==> config.mk <==
export PLATFORM = sky130hd
export DESIGN_NAME = hswc_halt_stop_ctrl
export DESIGN_NICKNAME = d
export VERILOG_FILES = /design/src/logic/hswc_pkg.sv /design/src/logic/hswc_halt_stop_ctrl.sv /design/src/logic/hswc_req_flag.sv /design/src/logic/hswc_debounce.sv
export SDC_FILE = /design/constraint.sdc
export NUM_CORES = 1
export LEC_CHECK = 0
export BUFFER_PORTS_ARGS = -buffer_cell sky130_fd_sc_hd__buf_4
export CAP_MARGIN = 20
export CORE_ASPECT_RATIO = 1.75
export CORE_UTILIZATION = 44
export DETAILED_ROUTE_END_ITERATION = 16
export PLACE_DENSITY = 0.77
export RECOVER_POWER = 100
export SYNTH_ARGS = -nofsm -noshare
export SYNTH_HDL_FRONTEND = slang
export SYNTH_SLANG_ARGS = --single-unit
==> constraint.sdc <==
create_clock -name CLK_IN -period 1.2 [get_ports CLK_IN]
set_input_delay 0.06 -clock CLK_IN [delete_from_list [all_inputs] [get_ports CLK_IN]]
set_output_delay 0.06 -clock CLK_IN [all_outputs]
set_load 0.01 [all_outputs]
==> src/logic/hswc_pkg.sv <==
/*
  hswc_pkg: constants, states and carrier types of the halt/stop wake control.
  Assumes one system clock; every command is a one-cycle pulse from the sequencer.
*/
package hswc_pkg;

  // port A wake pins
  localparam int PA_W = 4;
  // debounce length of the port A chatter filter, in clock cycles
  localparam int DEBOUNCE_CYC = 8;

  // halt request / interrupt index: port, pre-divider, timer two, rfc finish
  localparam logic [1:0] IDX_PORT = 2'h0;
  localparam logic [1:0] IDX_PREDIV = 2'h1;
  localparam logic [1:0] IDX_TIMER2 = 2'h2;
  localparam logic [1:0] IDX_RFC = 2'h3;

  // halt_wake_enables bit positions
  localparam int HEN_PREDIV = 0;
  localparam int HEN_TIMER2 = 1;
  localparam int HEN_RFC = 2;

  // values after reset
  localparam logic PORT_CHG_RST = 1'b0;
  localparam logic [2:0] HALT_EN_RST = 3'h0;
  localparam logic [3:0] IRQ_EN_RST = 4'h0;
  localparam logic STOP_EN_RST = 1'b0;

  // interrupt vectors
  localparam logic [7:0] VEC_PORT = 8'h14;
  localparam logic [7:0] VEC_PREDIV = 8'h1C;
  localparam logic [7:0] VEC_TIMER2 = 8'h20;
  localparam logic [7:0] VEC_RFC = 8'h28;
  localparam logic [7:0] VEC_NONE = 8'h00;

  typedef enum logic [1:0] {
    ST_RUN,
    ST_HALT,
    ST_STOP,
    ST_STOP_HALT
  } hswc_state_t;

  typedef struct packed {
    logic halt;
    logic stop;
    logic cfg_port_wr;
    logic cfg_port_data;
    logic halt_en_wr;
    logic [2:0] halt_en_data;
    logic irq_en_wr;
    logic [3:0] irq_en_data;
    logic stop_en_wr;
    logic stop_en_data;
    logic req_clr;
    logic [3:0] req_clr_mask;
    logic irq_ack;
    logic [1:0] irq_ack_sel;
    logic ret;
  } hswc_cmd_t;

  typedef struct packed {
    logic prediv_ovf;
    logic timer2_ufl;
    logic rfc_finish;
  } hswc_src_t;

endpackage

==> src/logic/hswc_halt_stop_ctrl.sv <==
/*
  hswc_halt_stop_ctrl: halt and stop entry, wake gating and interrupt enables.
  Assumes the sequencer gives one command pulse at a time in CMD_IN and that
  wake sources and pins are synchronous to CLK_IN.
*/
`timescale 1ns/1ps
module hswc_halt_stop_ctrl #(
  parameter int PA_W = hswc_pkg::PA_W,
  parameter int DEBOUNCE_CYC = hswc_pkg::DEBOUNCE_CYC
) (
  // clock and reset
  input wire logic CLK_IN,
  input wire logic RESETN_IN,
  // sequencer commands
  input wire hswc_pkg::hswc_cmd_t CMD_IN,
  // wake sources
  input wire hswc_pkg::hswc_src_t SRC_IN,
  input wire logic [PA_W-1:0] PORT_A_WAKE_PINS_IN,
  input wire logic [PA_W-1:0] PORT_A_INPUT_MODE_IN,
  // operating mode
  output logic FETCH_EN_OUT,
  output logic CLK_RUN_OUT,
  output logic DISP_LOW_OUT,
  output logic HALT_OUT,
  output logic STOP_OUT,
  // interrupts
  output logic [3:0] IRQ_REQ_OUT,
  output logic [7:0] IRQ_VECTOR_OUT,
  // status
  output logic PORT_START_FLAG_OUT,
  output logic STOP_WAKE_FLAG_OUT,
  output logic PORT_STOP_REQ_OUT,
  output logic [3:0] HALT_REQ_OUT
);

  hswc_pkg::hswc_state_t state_reg;
  hswc_pkg::hswc_state_t state_next;
  logic port_chg_en_reg;
  logic [2:0] halt_en_reg;
  logic [3:0] irq_en_reg;
  logic stop_en_reg;
  logic port_stop_req_reg;
  logic stop_wake_flag_reg;
  logic port_start_flag_reg;
  logic port_irq_inh_reg;
  logic resume_stop_reg;
  logic [3:0] irq_req_reg;
  logic [7:0] vec_reg;
  logic fetch_reg;
  logic clk_run_reg;
  logic disp_low_reg;
  logic halt_reg;
  logic stop_reg;
  logic [PA_W-1:0] pins_in_mode;
  logic pin_or;
  logic [PA_W-1:0] dbc_stable;
  logic dbc_change;
  logic psf_set;
  logic src_live;
  logic [3:0] hrf_set;
  logic [3:0] hrf_clr;
  logic [3:0] hrf_q;
  logic [3:0] irq_req_c;
  logic hr_pending;

  function automatic logic [3:0] f_dec(input logic [1:0] sel);
    f_dec = 4'h1 << sel;
  endfunction

  // fixed order: pre-divider, timer two, rfc, port
  function automatic logic [7:0] f_vec(input logic [3:0] req);
    if (req[hswc_pkg::IDX_PREDIV]) begin
      f_vec = hswc_pkg::VEC_PREDIV;
    end else if (req[hswc_pkg::IDX_TIMER2]) begin
      f_vec = hswc_pkg::VEC_TIMER2;
    end else if (req[hswc_pkg::IDX_RFC]) begin
      f_vec = hswc_pkg::VEC_RFC;
    end else if (req[hswc_pkg::IDX_PORT]) begin
      f_vec = hswc_pkg::VEC_PORT;
    end else begin
      f_vec = hswc_pkg::VEC_NONE;
    end
  endfunction

  assign pins_in_mode = PORT_A_WAKE_PINS_IN & PORT_A_INPUT_MODE_IN;
  assign pin_or = |pins_in_mode;
  // every function is frozen in stop, so sources cannot fire there
  assign src_live = (state_reg != hswc_pkg::ST_STOP);

  // the filter runs in halt too, only stop holds it
  hswc_debounce #(
    .W(PA_W),
    .CNT(DEBOUNCE_CYC)
  ) u_debounce (
    .clk_in(CLK_IN),
    .rstn_in(RESETN_IN),
    .hold_in(state_reg == hswc_pkg::ST_STOP),
    .pins_in(pins_in_mode),
    .stable_out(dbc_stable),
    .change_out(dbc_change)
  );

  assign psf_set = port_chg_en_reg & dbc_change;

  assign hrf_set = {SRC_IN.rfc_finish & src_live,
                    SRC_IN.timer2_ufl & src_live,
                    SRC_IN.prediv_ovf & src_live,
                    psf_set};
  assign hrf_clr = (CMD_IN.req_clr ? CMD_IN.req_clr_mask : 4'h0)
                 | (CMD_IN.irq_ack ? f_dec(CMD_IN.irq_ack_sel) : 4'h0);

  hswc_req_flag #(
    .W(4)
  ) u_halt_req (
    .clk_in(CLK_IN),
    .rstn_in(RESETN_IN),
    .set_in(hrf_set),
    .clr_in(hrf_clr),
    .flag_out(hrf_q)
  );

  assign hr_pending = port_start_flag_reg
                    | (hrf_q[hswc_pkg::IDX_PREDIV] & halt_en_reg[hswc_pkg::HEN_PREDIV])
                    | (hrf_q[hswc_pkg::IDX_TIMER2] & halt_en_reg[hswc_pkg::HEN_TIMER2])
                    | (hrf_q[hswc_pkg::IDX_RFC] & halt_en_reg[hswc_pkg::HEN_RFC]);

  assign irq_req_c = hrf_q & irq_en_reg
                   & {3'h7, ~port_irq_inh_reg};

  // configuration registers written by the sequencer
  always_ff @(posedge CLK_IN or negedge RESETN_IN) begin
    if (!RESETN_IN) begin
      port_chg_en_reg <= hswc_pkg::PORT_CHG_RST;
      halt_en_reg <= hswc_pkg::HALT_EN_RST;
      stop_en_reg <= hswc_pkg::STOP_EN_RST;
    end else begin
      if (CMD_IN.cfg_port_wr) begin
        port_chg_en_reg <= CMD_IN.cfg_port_data;
      end
      if (CMD_IN.halt_en_wr) begin
        halt_en_reg <= CMD_IN.halt_en_data;
      end
      if (CMD_IN.stop_en_wr) begin
        stop_en_reg <= CMD_IN.stop_en_data;
      end
    end
  end

  // acceptance clears every enable, even one written in the same cycle
  always_ff @(posedge CLK_IN or negedge RESETN_IN) begin
    if (!RESETN_IN) begin
      irq_en_reg <= hswc_pkg::IRQ_EN_RST;
    end else if (CMD_IN.irq_ack) begin
      irq_en_reg <= 4'h0;
    end else if (CMD_IN.irq_en_wr) begin
      irq_en_reg <= CMD_IN.irq_en_data;
    end
  end

  // port wake flags
  always_ff @(posedge CLK_IN or negedge RESETN_IN) begin
    if (!RESETN_IN) begin
      port_stop_req_reg <= 1'b0;
      stop_wake_flag_reg <= 1'b0;
      port_start_flag_reg <= 1'b0;
      port_irq_inh_reg <= 1'b0;
    end else begin
      if (pin_or) begin
        port_stop_req_reg <= 1'b1;
      end else if (CMD_IN.req_clr && CMD_IN.req_clr_mask[hswc_pkg::IDX_PORT]) begin
        port_stop_req_reg <= 1'b0;
      end
      if (state_reg == hswc_pkg::ST_STOP && pin_or && stop_en_reg) begin
        stop_wake_flag_reg <= 1'b1;
      end else if (CMD_IN.req_clr && CMD_IN.req_clr_mask[hswc_pkg::IDX_PORT]) begin
        stop_wake_flag_reg <= 1'b0;
      end
      if (psf_set) begin
        port_start_flag_reg <= 1'b1;
      end else if (CMD_IN.cfg_port_wr) begin
        port_start_flag_reg <= 1'b0;
      end
      if (CMD_IN.irq_ack && CMD_IN.irq_ack_sel == hswc_pkg::IDX_PORT) begin
        port_irq_inh_reg <= 1'b1;
      end else if (CMD_IN.cfg_port_wr) begin
        port_irq_inh_reg <= 1'b0;
      end
    end
  end

  // mode sequencing
  always_comb begin
    state_next = state_reg;
    case (state_reg)
      hswc_pkg::ST_RUN: begin
        if (CMD_IN.ret && resume_stop_reg) begin
          state_next = hswc_pkg::ST_STOP;
        end else if (CMD_IN.stop) begin
          if (pin_or) begin
            state_next = hswc_pkg::ST_RUN;
          end else if (stop_en_reg && port_stop_req_reg) begin
            state_next = hswc_pkg::ST_STOP_HALT;
          end else begin
            state_next = hswc_pkg::ST_STOP;
          end
        end else if (CMD_IN.halt && !hr_pending) begin
          state_next = hswc_pkg::ST_HALT;
        end
      end
      hswc_pkg::ST_HALT: begin
        if (hr_pending || CMD_IN.irq_ack) begin
          state_next = hswc_pkg::ST_RUN;
        end
      end
      hswc_pkg::ST_STOP: begin
        if (stop_en_reg && pin_or) begin
          state_next = hswc_pkg::ST_STOP_HALT;
        end
      end
      hswc_pkg::ST_STOP_HALT: begin
        if (hr_pending || CMD_IN.irq_ack) begin
          state_next = hswc_pkg::ST_RUN;
        end else if (!pin_or) begin
          state_next = hswc_pkg::ST_STOP;
        end
      end
      default: begin
        state_next = hswc_pkg::ST_RUN;
      end
    endcase
  end

  always_ff @(posedge CLK_IN or negedge RESETN_IN) begin
    if (!RESETN_IN) begin
      state_reg <= hswc_pkg::ST_RUN;
    end else begin
      state_reg <= state_next;
    end
  end

  // remembers that a service began in the stop-born halt
  always_ff @(posedge CLK_IN or negedge RESETN_IN) begin
    if (!RESETN_IN) begin
      resume_stop_reg <= 1'b0;
    end else if (state_reg == hswc_pkg::ST_STOP_HALT && CMD_IN.irq_ack) begin
      resume_stop_reg <= 1'b1;
    end else if (state_reg == hswc_pkg::ST_RUN && CMD_IN.ret) begin
      resume_stop_reg <= 1'b0;
    end
  end

  // mode outputs follow the next state so they line up with state_reg
  always_ff @(posedge CLK_IN or negedge RESETN_IN) begin
    if (!RESETN_IN) begin
      fetch_reg <= 1'b1;
      clk_run_reg <= 1'b1;
      disp_low_reg <= 1'b0;
      halt_reg <= 1'b0;
      stop_reg <= 1'b0;
    end else begin
      fetch_reg <= (state_next == hswc_pkg::ST_RUN);
      clk_run_reg <= (state_next != hswc_pkg::ST_STOP);
      disp_low_reg <= (state_next == hswc_pkg::ST_STOP);
      halt_reg <= (state_next == hswc_pkg::ST_HALT)
                || (state_next == hswc_pkg::ST_STOP_HALT);
      stop_reg <= (state_next == hswc_pkg::ST_STOP);
    end
  end

  // an acceptance drops requests at once so the sequencer never sees it twice
  always_ff @(posedge CLK_IN or negedge RESETN_IN) begin
    if (!RESETN_IN) begin
      irq_req_reg <= 4'h0;
      vec_reg <= hswc_pkg::VEC_NONE;
    end else if (CMD_IN.irq_ack) begin
      irq_req_reg <= 4'h0;
      vec_reg <= hswc_pkg::VEC_NONE;
    end else begin
      irq_req_reg <= irq_req_c;
      vec_reg <= f_vec(irq_req_c);
    end
  end

  assign FETCH_EN_OUT = fetch_reg;
  assign CLK_RUN_OUT = clk_run_reg;
  assign DISP_LOW_OUT = disp_low_reg;
  assign HALT_OUT = halt_reg;
  assign STOP_OUT = stop_reg;
  assign IRQ_REQ_OUT = irq_req_reg;
  assign IRQ_VECTOR_OUT = vec_reg;
  assign PORT_START_FLAG_OUT = port_start_flag_reg;
  assign STOP_WAKE_FLAG_OUT = stop_wake_flag_reg;
  assign PORT_STOP_REQ_OUT = port_stop_req_reg;
  assign HALT_REQ_OUT = hrf_q;
endmodule // hswc_halt_stop_ctrl

==> src/logic/hswc_req_flag.sv <==
/*
  hswc_req_flag: a vector of sticky request flags, set wins over clear.
  Assumes set and clear are one-cycle pulses in the system clock domain.
*/
`timescale 1ns/1ps
module hswc_req_flag #(
  parameter int W = 4
) (
  // clock and reset
  input wire logic clk_in,
  input wire logic rstn_in,
  // set and clear
  input wire logic [W-1:0] set_in,
  input wire logic [W-1:0] clr_in,
  // flags
  output logic [W-1:0] flag_out
);

  // a request landing on its own clear cycle is kept
  always_ff @(posedge clk_in or negedge rstn_in) begin
    if (!rstn_in) begin
      flag_out <= '0;
    end else begin
      flag_out <= set_in | (flag_out & ~clr_in);
    end
  end
endmodule // hswc_req_flag

==> src/logic/hswc_debounce.sv <==
/*
  hswc_debounce: chatter filter for the port A wake pins.
  Assumes pins are synchronous; hold_in freezes it while clocks are stopped.
*/
`timescale 1ns/1ps
module hswc_debounce #(
  parameter int W = 4,
  parameter int CNT = 8
) (
  // clock and reset
  input wire logic clk_in,
  input wire logic rstn_in,
  // control and pins
  input wire logic hold_in,
  input wire logic [W-1:0] pins_in,
  // filtered result
  output logic [W-1:0] stable_out,
  output logic change_out
);

  localparam int CW = $clog2(CNT) + 1;

  logic [CW-1:0] cnt_reg;

  // a pin must differ from the accepted value for CNT cycles to count
  always_ff @(posedge clk_in or negedge rstn_in) begin
    if (!rstn_in) begin
      cnt_reg <= '0;
      stable_out <= '0;
      change_out <= 1'b0;
    end else if (hold_in || pins_in == stable_out) begin
      cnt_reg <= '0;
      change_out <= 1'b0;
    end else if (cnt_reg == CW'(CNT - 1)) begin
      cnt_reg <= '0;
      stable_out <= pins_in;
      change_out <= 1'b1;
    end else begin
      cnt_reg <= cnt_reg + 1'b1;
      change_out <= 1'b0;
    end
  end
endmodule // hswc_debounce

==> impl_metrics.tcl, run 1 <==
set metrics [dict create \
    status "finished with violations" \
    violations "negative setup slack" \
    grt_pass1_vias 1618 \
    clk_latency_ns 0.29 \
    rows 30 \
    critical_path_buf_inv_count 0 \
    clock_path_buffers 2 \
    clkSlewWorstSetupHoldPaths_ns 0.08 \
    max_stage_delay_ns 0.39 \
    r2r_end "u_debounce.stable_out[1]" \
    ys_seq_area_share_pct 56.3 \
    syn_inst 158 \
    multiInputGateArea_um2 764 \
    crit_cells 4 \
    register_area_um2 1000 \
    area_growth_pct 42.1 \
    start_util_pct 46.1 \
    leakagePower_nw 1.24 \
    worstPathMaxFanout 5 \
    io_pins 61 \
    path_delay_family "compound AO/OA/AOI/OAI gates" \
    grt_pass1_wl_mm 6.85 \
    fin_cells 293 \
    grt_util_all_layers_pct 21.3 \
    final_common_cell "buf_4" \
    cp-end-kind "register" \
    max_freq_mhz 733 \
    nFillCells 334 \
    ir_drop_mv 1.20 \
    pre_cts_ws_ns -0.147 \
    drcViolationCount 0 \
    layout_common_cells "buf_4 (43), dfrtp_1 (38), clkbuf_1 (25), nand2_1 (20), dlygate4sd3_1 (11)" \
    required_ns 1.42 \
    hold_slack_ns 0.00455 \
    drive_gt1_share_pct 32.7 \
    slew-limit-headroom_pct 35.9 \
    ff2ff_path_depth 4 \
    die_h_um 86.2 \
    synth_edf_count 0 \
    numCtsBuffers 5 \
    post-route-period-util_pct 114 \
    cts_tree "done" \
    total_power_mw 4.56 \
    die-width_um 50.1 \
    min_period_ns 1.36 \
    place_congestion 0.742 \
    min_path_type "in2reg" \
    num_antenna_cells 0 \
    hold_depth 2 \
    ant_nets 0 \
    synth-main-ff-cell "dfrtp_1" \
    cp.arrival_ns 1.58 \
    maxCapViolations 0 \
    die-area_um2 4320 \
    ctsHtreeMaxLevel 2 \
    avgSynthCellArea_um2 11.3 \
    hold_viol_final 0 \
    nets 282 \
    synth_seq_cells 40 \
    rsz0062_at_grt "true" \
    synthDistinctLibCells 41 \
    syn_area_um2 1780 \
    cts.sinks 40 \
    skew_ns 0.00574 \
    worst_slack_ns -0.165 \
    wl_per_cell_um 14.2 \
    dr.pass1.iters 4 \
    grt_start_max_net_pins 41 \
    route.vias.total 1508 \
    synthArstFlopShare_pct 100 \
    r2r_slack_ns -0.16 \
    cp-start-kind "register" \
    powerDensity_nw_per_um2 1800 \
    numPortBuffers 56 \
    synth_warnings 0 \
    drv_slew 0 \
    hold_start "CMD_IN[16]" \
    dp.cells 274 \
    hpwl_mm 3.03 \
    globalRouteOverflowTotal 0 \
    coreArea_um2 3870 \
    rr_startpoint "u_debounce.stable_out[3]" \
    crit_chain "and3_1, o22a_2, a21oi_4, mux2i_1" \
    cts_root_buffer "clkbuf_8" \
    viasPerCell 5.15 \
    detail_route.iter0.violations 49 \
    routed_wirelength_mm 4.18 \
    worstHoldEndpoint "halt_en_reg[0]" \
    grt_antenna_before_repair 0 \
    finalSetupViolCount 11 \
    crit_type "reg2reg" \
    tightestPinTransition_ns 0.961 \
    cp_slowest_cell "dfrtp_1" \
]
[cells in the mapped netlist (2+ instances only)]
cell | count | area [um2]
and3b_1 | 3 | 26.3
nand2b_1 | 2 | 12.5
a31oi_1 | 2 | 12.5
nand3b_1 | 2 | 15.0
a211o_1 | 2 | 17.5
clkbuf_1 | 2 | 7.51
mux2_2 | 4 | 45.0
o21ai_0 | 3 | 15.0
nand2_1 | 21 | 78.8
nor2_1 | 7 | 26.3
buf_4 | 6 | 45.0
and3_1 | 4 | 25.0
inv_1 | 8 | 30.0
and2_1 | 2 | 12.5
a21oi_1 | 9 | 45.0
a22oi_4 | 2 | 42.5
nand3_1 | 7 | 35.0
dfrtp_1 | 38 | 951
mux2i_1 | 8 | 80.1
o22a_1 | 2 | 17.5
dfstp_2 | 2 | 52.6
a32o_1 | 3 | 30.0
[cell families (layout without fill, tap and decap cells)]
group                      Yosys count  after routing  share of synthesized area, %
and+or+nand+nor                     57             57                          16.7
buffers and inverters               16            100                          4.63
other                                1              4                         0.210
xor gates and xnor gates             1              1                         0.492
DFF                                 40             40                          56.3
adders and majority gates            1              1                         0.702
muxes                               12             12                          7.02
AOI/OAI and AO/OA                   30             30                          13.9
[final cells by class]
cell class	count	share of cell area (%)
flip-flops and latches	40	39.6
multi-input cells	105	30.2
repair buffers	84	22.4
clock buffers	6	2.87
well taps	48	2.37
clock inverters	2	1.38
inverters	8	1.19
[metrics by stage]
step | util [%] | area, um2 | setup TNS, ns
2_1_floorplan | - | 1820 | -0.249
5_1_grt | 65.5 | 2530 | -3.89
4_1_cts | 67.3 | 2600 | -1.06
3_5_place_dp | 61.3 | 2370 | -1.12
3_3_place_gp | 61.3 | 2370 | -0.741
6_report | 65.5 | 2530 | -1.10
[layer usage]
| layer | vias up | global-route usage (%) | part of all wire, % |
|---|---|---|---|
| met5 | - | 0 | 0 |
| met4 | 0 | 7.27 | 1.1 |
| met3 | 5 | 5.26 | 5.8 |
| met2 | 59 | 41.1 | 56 |
| met1 | 730 | 21.2 | 37 |
| li1 | 714 | - | - |
[worst max path at each step]
stage                             startpoint                        to
floorplan             u_halt_req.flag_out[2]                  STOP_OUT
global placement              halt_en_reg[1]              FETCH_EN_OUT
detailed placement  u_debounce.stable_out[3]  u_debounce.stable_out[3]
CTS                 u_debounce.stable_out[3]  u_debounce.stable_out[3]
global route          u_halt_req.flag_out[2]                  STOP_OUT
finish              u_debounce.stable_out[3]  u_debounce.stable_out[1]
[worst reg2reg max path: stages, from the launching register on]
cell	delay, ns
dfrtp_1	0.39
and3_1	0.15
o22a_2	0.27
a21oi_4	0.26
mux2i_1	0.21
[power breakdown]
part	switching, mW	internal, mW	leakage (nW)
Combinational	0.800	0.776	0.685
Clock	0.451	0.617	0.0552
Sequential	0.207	1.71	0.503
[repair_timing]
action / in CTS / in global routing
pin swaps: 5 / 7
hold endpoints to repair: 49 / 0
hold buffers: 11 / 0
endpoints found under the setup margin: 14 / 17
gates resized for setup: 3 / 9
setup buffers: 0 / 1
(Power assumes the default switching activity.)
==> run 2: changes to the inputs <==
- CORE_UTILIZATION: 44 -> 29
- PLACE_DENSITY: 0.77 -> 0.56
- RECOVER_POWER: 100 -> default
==> run 2 against run 1 <==
Net effect:
- the flow still finishes with violations (negative setup slack)
- sequential share of layout area fell by 2.0 points
- flip-flop and latch count did not move
- clock skew is 0.0058 ns higher
- via count down 2.3%
- power rose by 3.5%
- sequential power about the same
- critical path depth down 1
- design area is 5.4% higher
- combinational power increased by 22%
- critical endpoint is now STOP_OUT
- largest cell class unchanged
==> impl_metrics.tcl, run 2 (same netlist as run 1, synthesis figures left out) <==
set metrics [dict create \
    status "finished with violations" \
    violations "negative setup slack" \
    crit_top_cell "a211o_1" \
    drcViolationCount 0 \
    nets 283 \
    dr.pass1.iters 4 \
    clock_path_buffers 2 \
    detail_route.iter0.violations 42 \
    grt_antenna_before_repair 0 \
    die_h_um 106 \
    min_period_ns 1.34 \
    io_pins 61 \
    hpwl_mm 3.13 \
    leakagePower_nw 1.33 \
    r2r_slack_ns -0.14 \
    place_congestion 0.759 \
    crit_type "reg2reg" \
    area_growth_pct 49.9 \
    max_stage_delay_ns 0.43 \
    worstPathMaxFanout 5 \
    dpl_cell_area_um2 2390 \
    required_ns 1.38 \
    grt_pass1_vias 1488 \
    hold_depth 3 \
    dp.cells 302 \
    globalRouteOverflowTotal 0 \
    ctsHtreeMaxLevel 2 \
    pre_cts_ws_ns -0.134 \
    maxCapViolations 0 \
    die-area_um2 6470 \
    skew_ns 0.0115 \
    max_freq_mhz 747 \
    grt_pass1_wl_mm 6.68 \
    start_util_pct 30.3 \
    stdcell_area_um2 2670 \
    nFillCells 564 \
    final_common_cell "buf_4" \
    routed_wirelength_mm 4.13 \
    final_core_util_pct 45.4 \
    rows 37 \
    finalSetupViolCount 14 \
    cp-start-kind "register" \
    clkSlewWorstSetupHoldPaths_ns 0.08 \
    wl_per_cell_um 12.8 \
    numPortBuffers 56 \
    coreArea_um2 5880 \
    num_antenna_cells 0 \
    cts.sinks 40 \
    numCtsBuffers 5 \
    cp_slowest_cell "dfrtp_1" \
    layout_common_cells "buf_4 (72), dfrtp_1 (38), nand2_1 (20), dlygate4sd3_1 (10)" \
    grt_start_max_net_pins 41 \
    grt_util_all_layers_pct 14.0 \
    fin_cells 324 \
    crit_chain "a211o_1, a211o_1, and3_1" \
    drv_slew 0 \
    hold_slack_ns 0.00114 \
    ir_drop_mv 0.744 \
    powerDensity_nw_per_um2 1770 \
    ant_nets 0 \
    cts_root_buffer "clkbuf_8" \
    drive_gt1_share_pct 44.3 \
    worst_slack_ns -0.138 \
    post-route-period-util_pct 112 \
    hold_viol_final 0 \
    ff2ff_path_depth 3 \
    clk_latency_ns 0.30 \
    min_path_type "in2reg" \
    cp.arrival_ns 1.52 \
    die-width_um 61.3 \
    viasPerCell 4.55 \
    cp-end-kind "register" \
    rsz0062_at_grt "true" \
    cts_tree "done" \
    route.vias.total 1473 \
]
run 2: cell count changes in the layout (fill, tap and decap cells not counted), sizes merged:
cell	previous run	this run
buf	44	75
bufinv	1	0
clkbuf	35	7
dlygate4sd3	11	10
run 2: worst paths after layout:
check	from	end
max	state_reg[1]	STOP_OUT
max reg2reg	state_reg[1]	STOP_OUT
min in group asynchronous	RESETN_IN	irq_en_reg[2]
min	CMD_IN[13]	irq_en_reg[2]
max in group asynchronous	RESETN_IN	CLK_RUN_OUT
min reg2reg	u_debounce.change_out	u_halt_req.flag_out[0]
run 2: layer usage:
layer | GRT usage (%) | share of wire, %
met5 | 0 | 0
met4 | 5.36 | 1.7
met3 | 2.45 | 4.6
met2 | 25.5 | 57
met1 | 15.1 | 37
run 2: where the power goes:
| group | internal (mW) | total (mW) | switching (mW) |
|---|---|---|---|
| Clock | 0.408 | 0.872 | 0.463 |
| Sequential | 1.71 | 1.93 | 0.219 |
| Combinational | 1.11 | 1.92 | 0.815 |
run 2: metrics by stage:
stage	power (mW)	setup TNS (ns)
final	4.72	-1.06
after global routing	5.04	-2.28
after CTS	4.51	-1.14
after detailed placement	3.57	-0.978
after global placement	3.55	-0.836
after floorplan	2.74	-0.249
run 2: area by class of cell:
type | count | area (um2) | area share (%)
repair buffers | 85 | 674 | 25.3
inverters | 8 | 30.0 | 1.12
clock inverters | 1 | 5.00 | 0.187
well taps | 78 | 97.6 | 3.66
clock buffers | 7 | 76.3 | 2.86
flip-flops and latches | 40 | 1000 | 37.6
multi-input cells | 105 | 783 | 29.3
run 2: what timing repair did:
| item | 4_1_cts | 5_1_grt |
|---|---|---|
| hold endpoints to repair | 44 | 3 |
| resized for setup | 3 | 13 |
| endpoints found under the setup margin | 14 | 18 |
| setup buffers | 1 | 4 |
| hold buffers | 7 | 3 |
| pin swaps | 1 | 6 |
run 2: worst max-delay path, delay by kind of cell (launching register included):
kind | cells | cell delay (ns)
AOI/OAI and AO/OA | 2 | 0.64
and+or+nand+nor | 1 | 0.16
DFF | 1 | 0.43
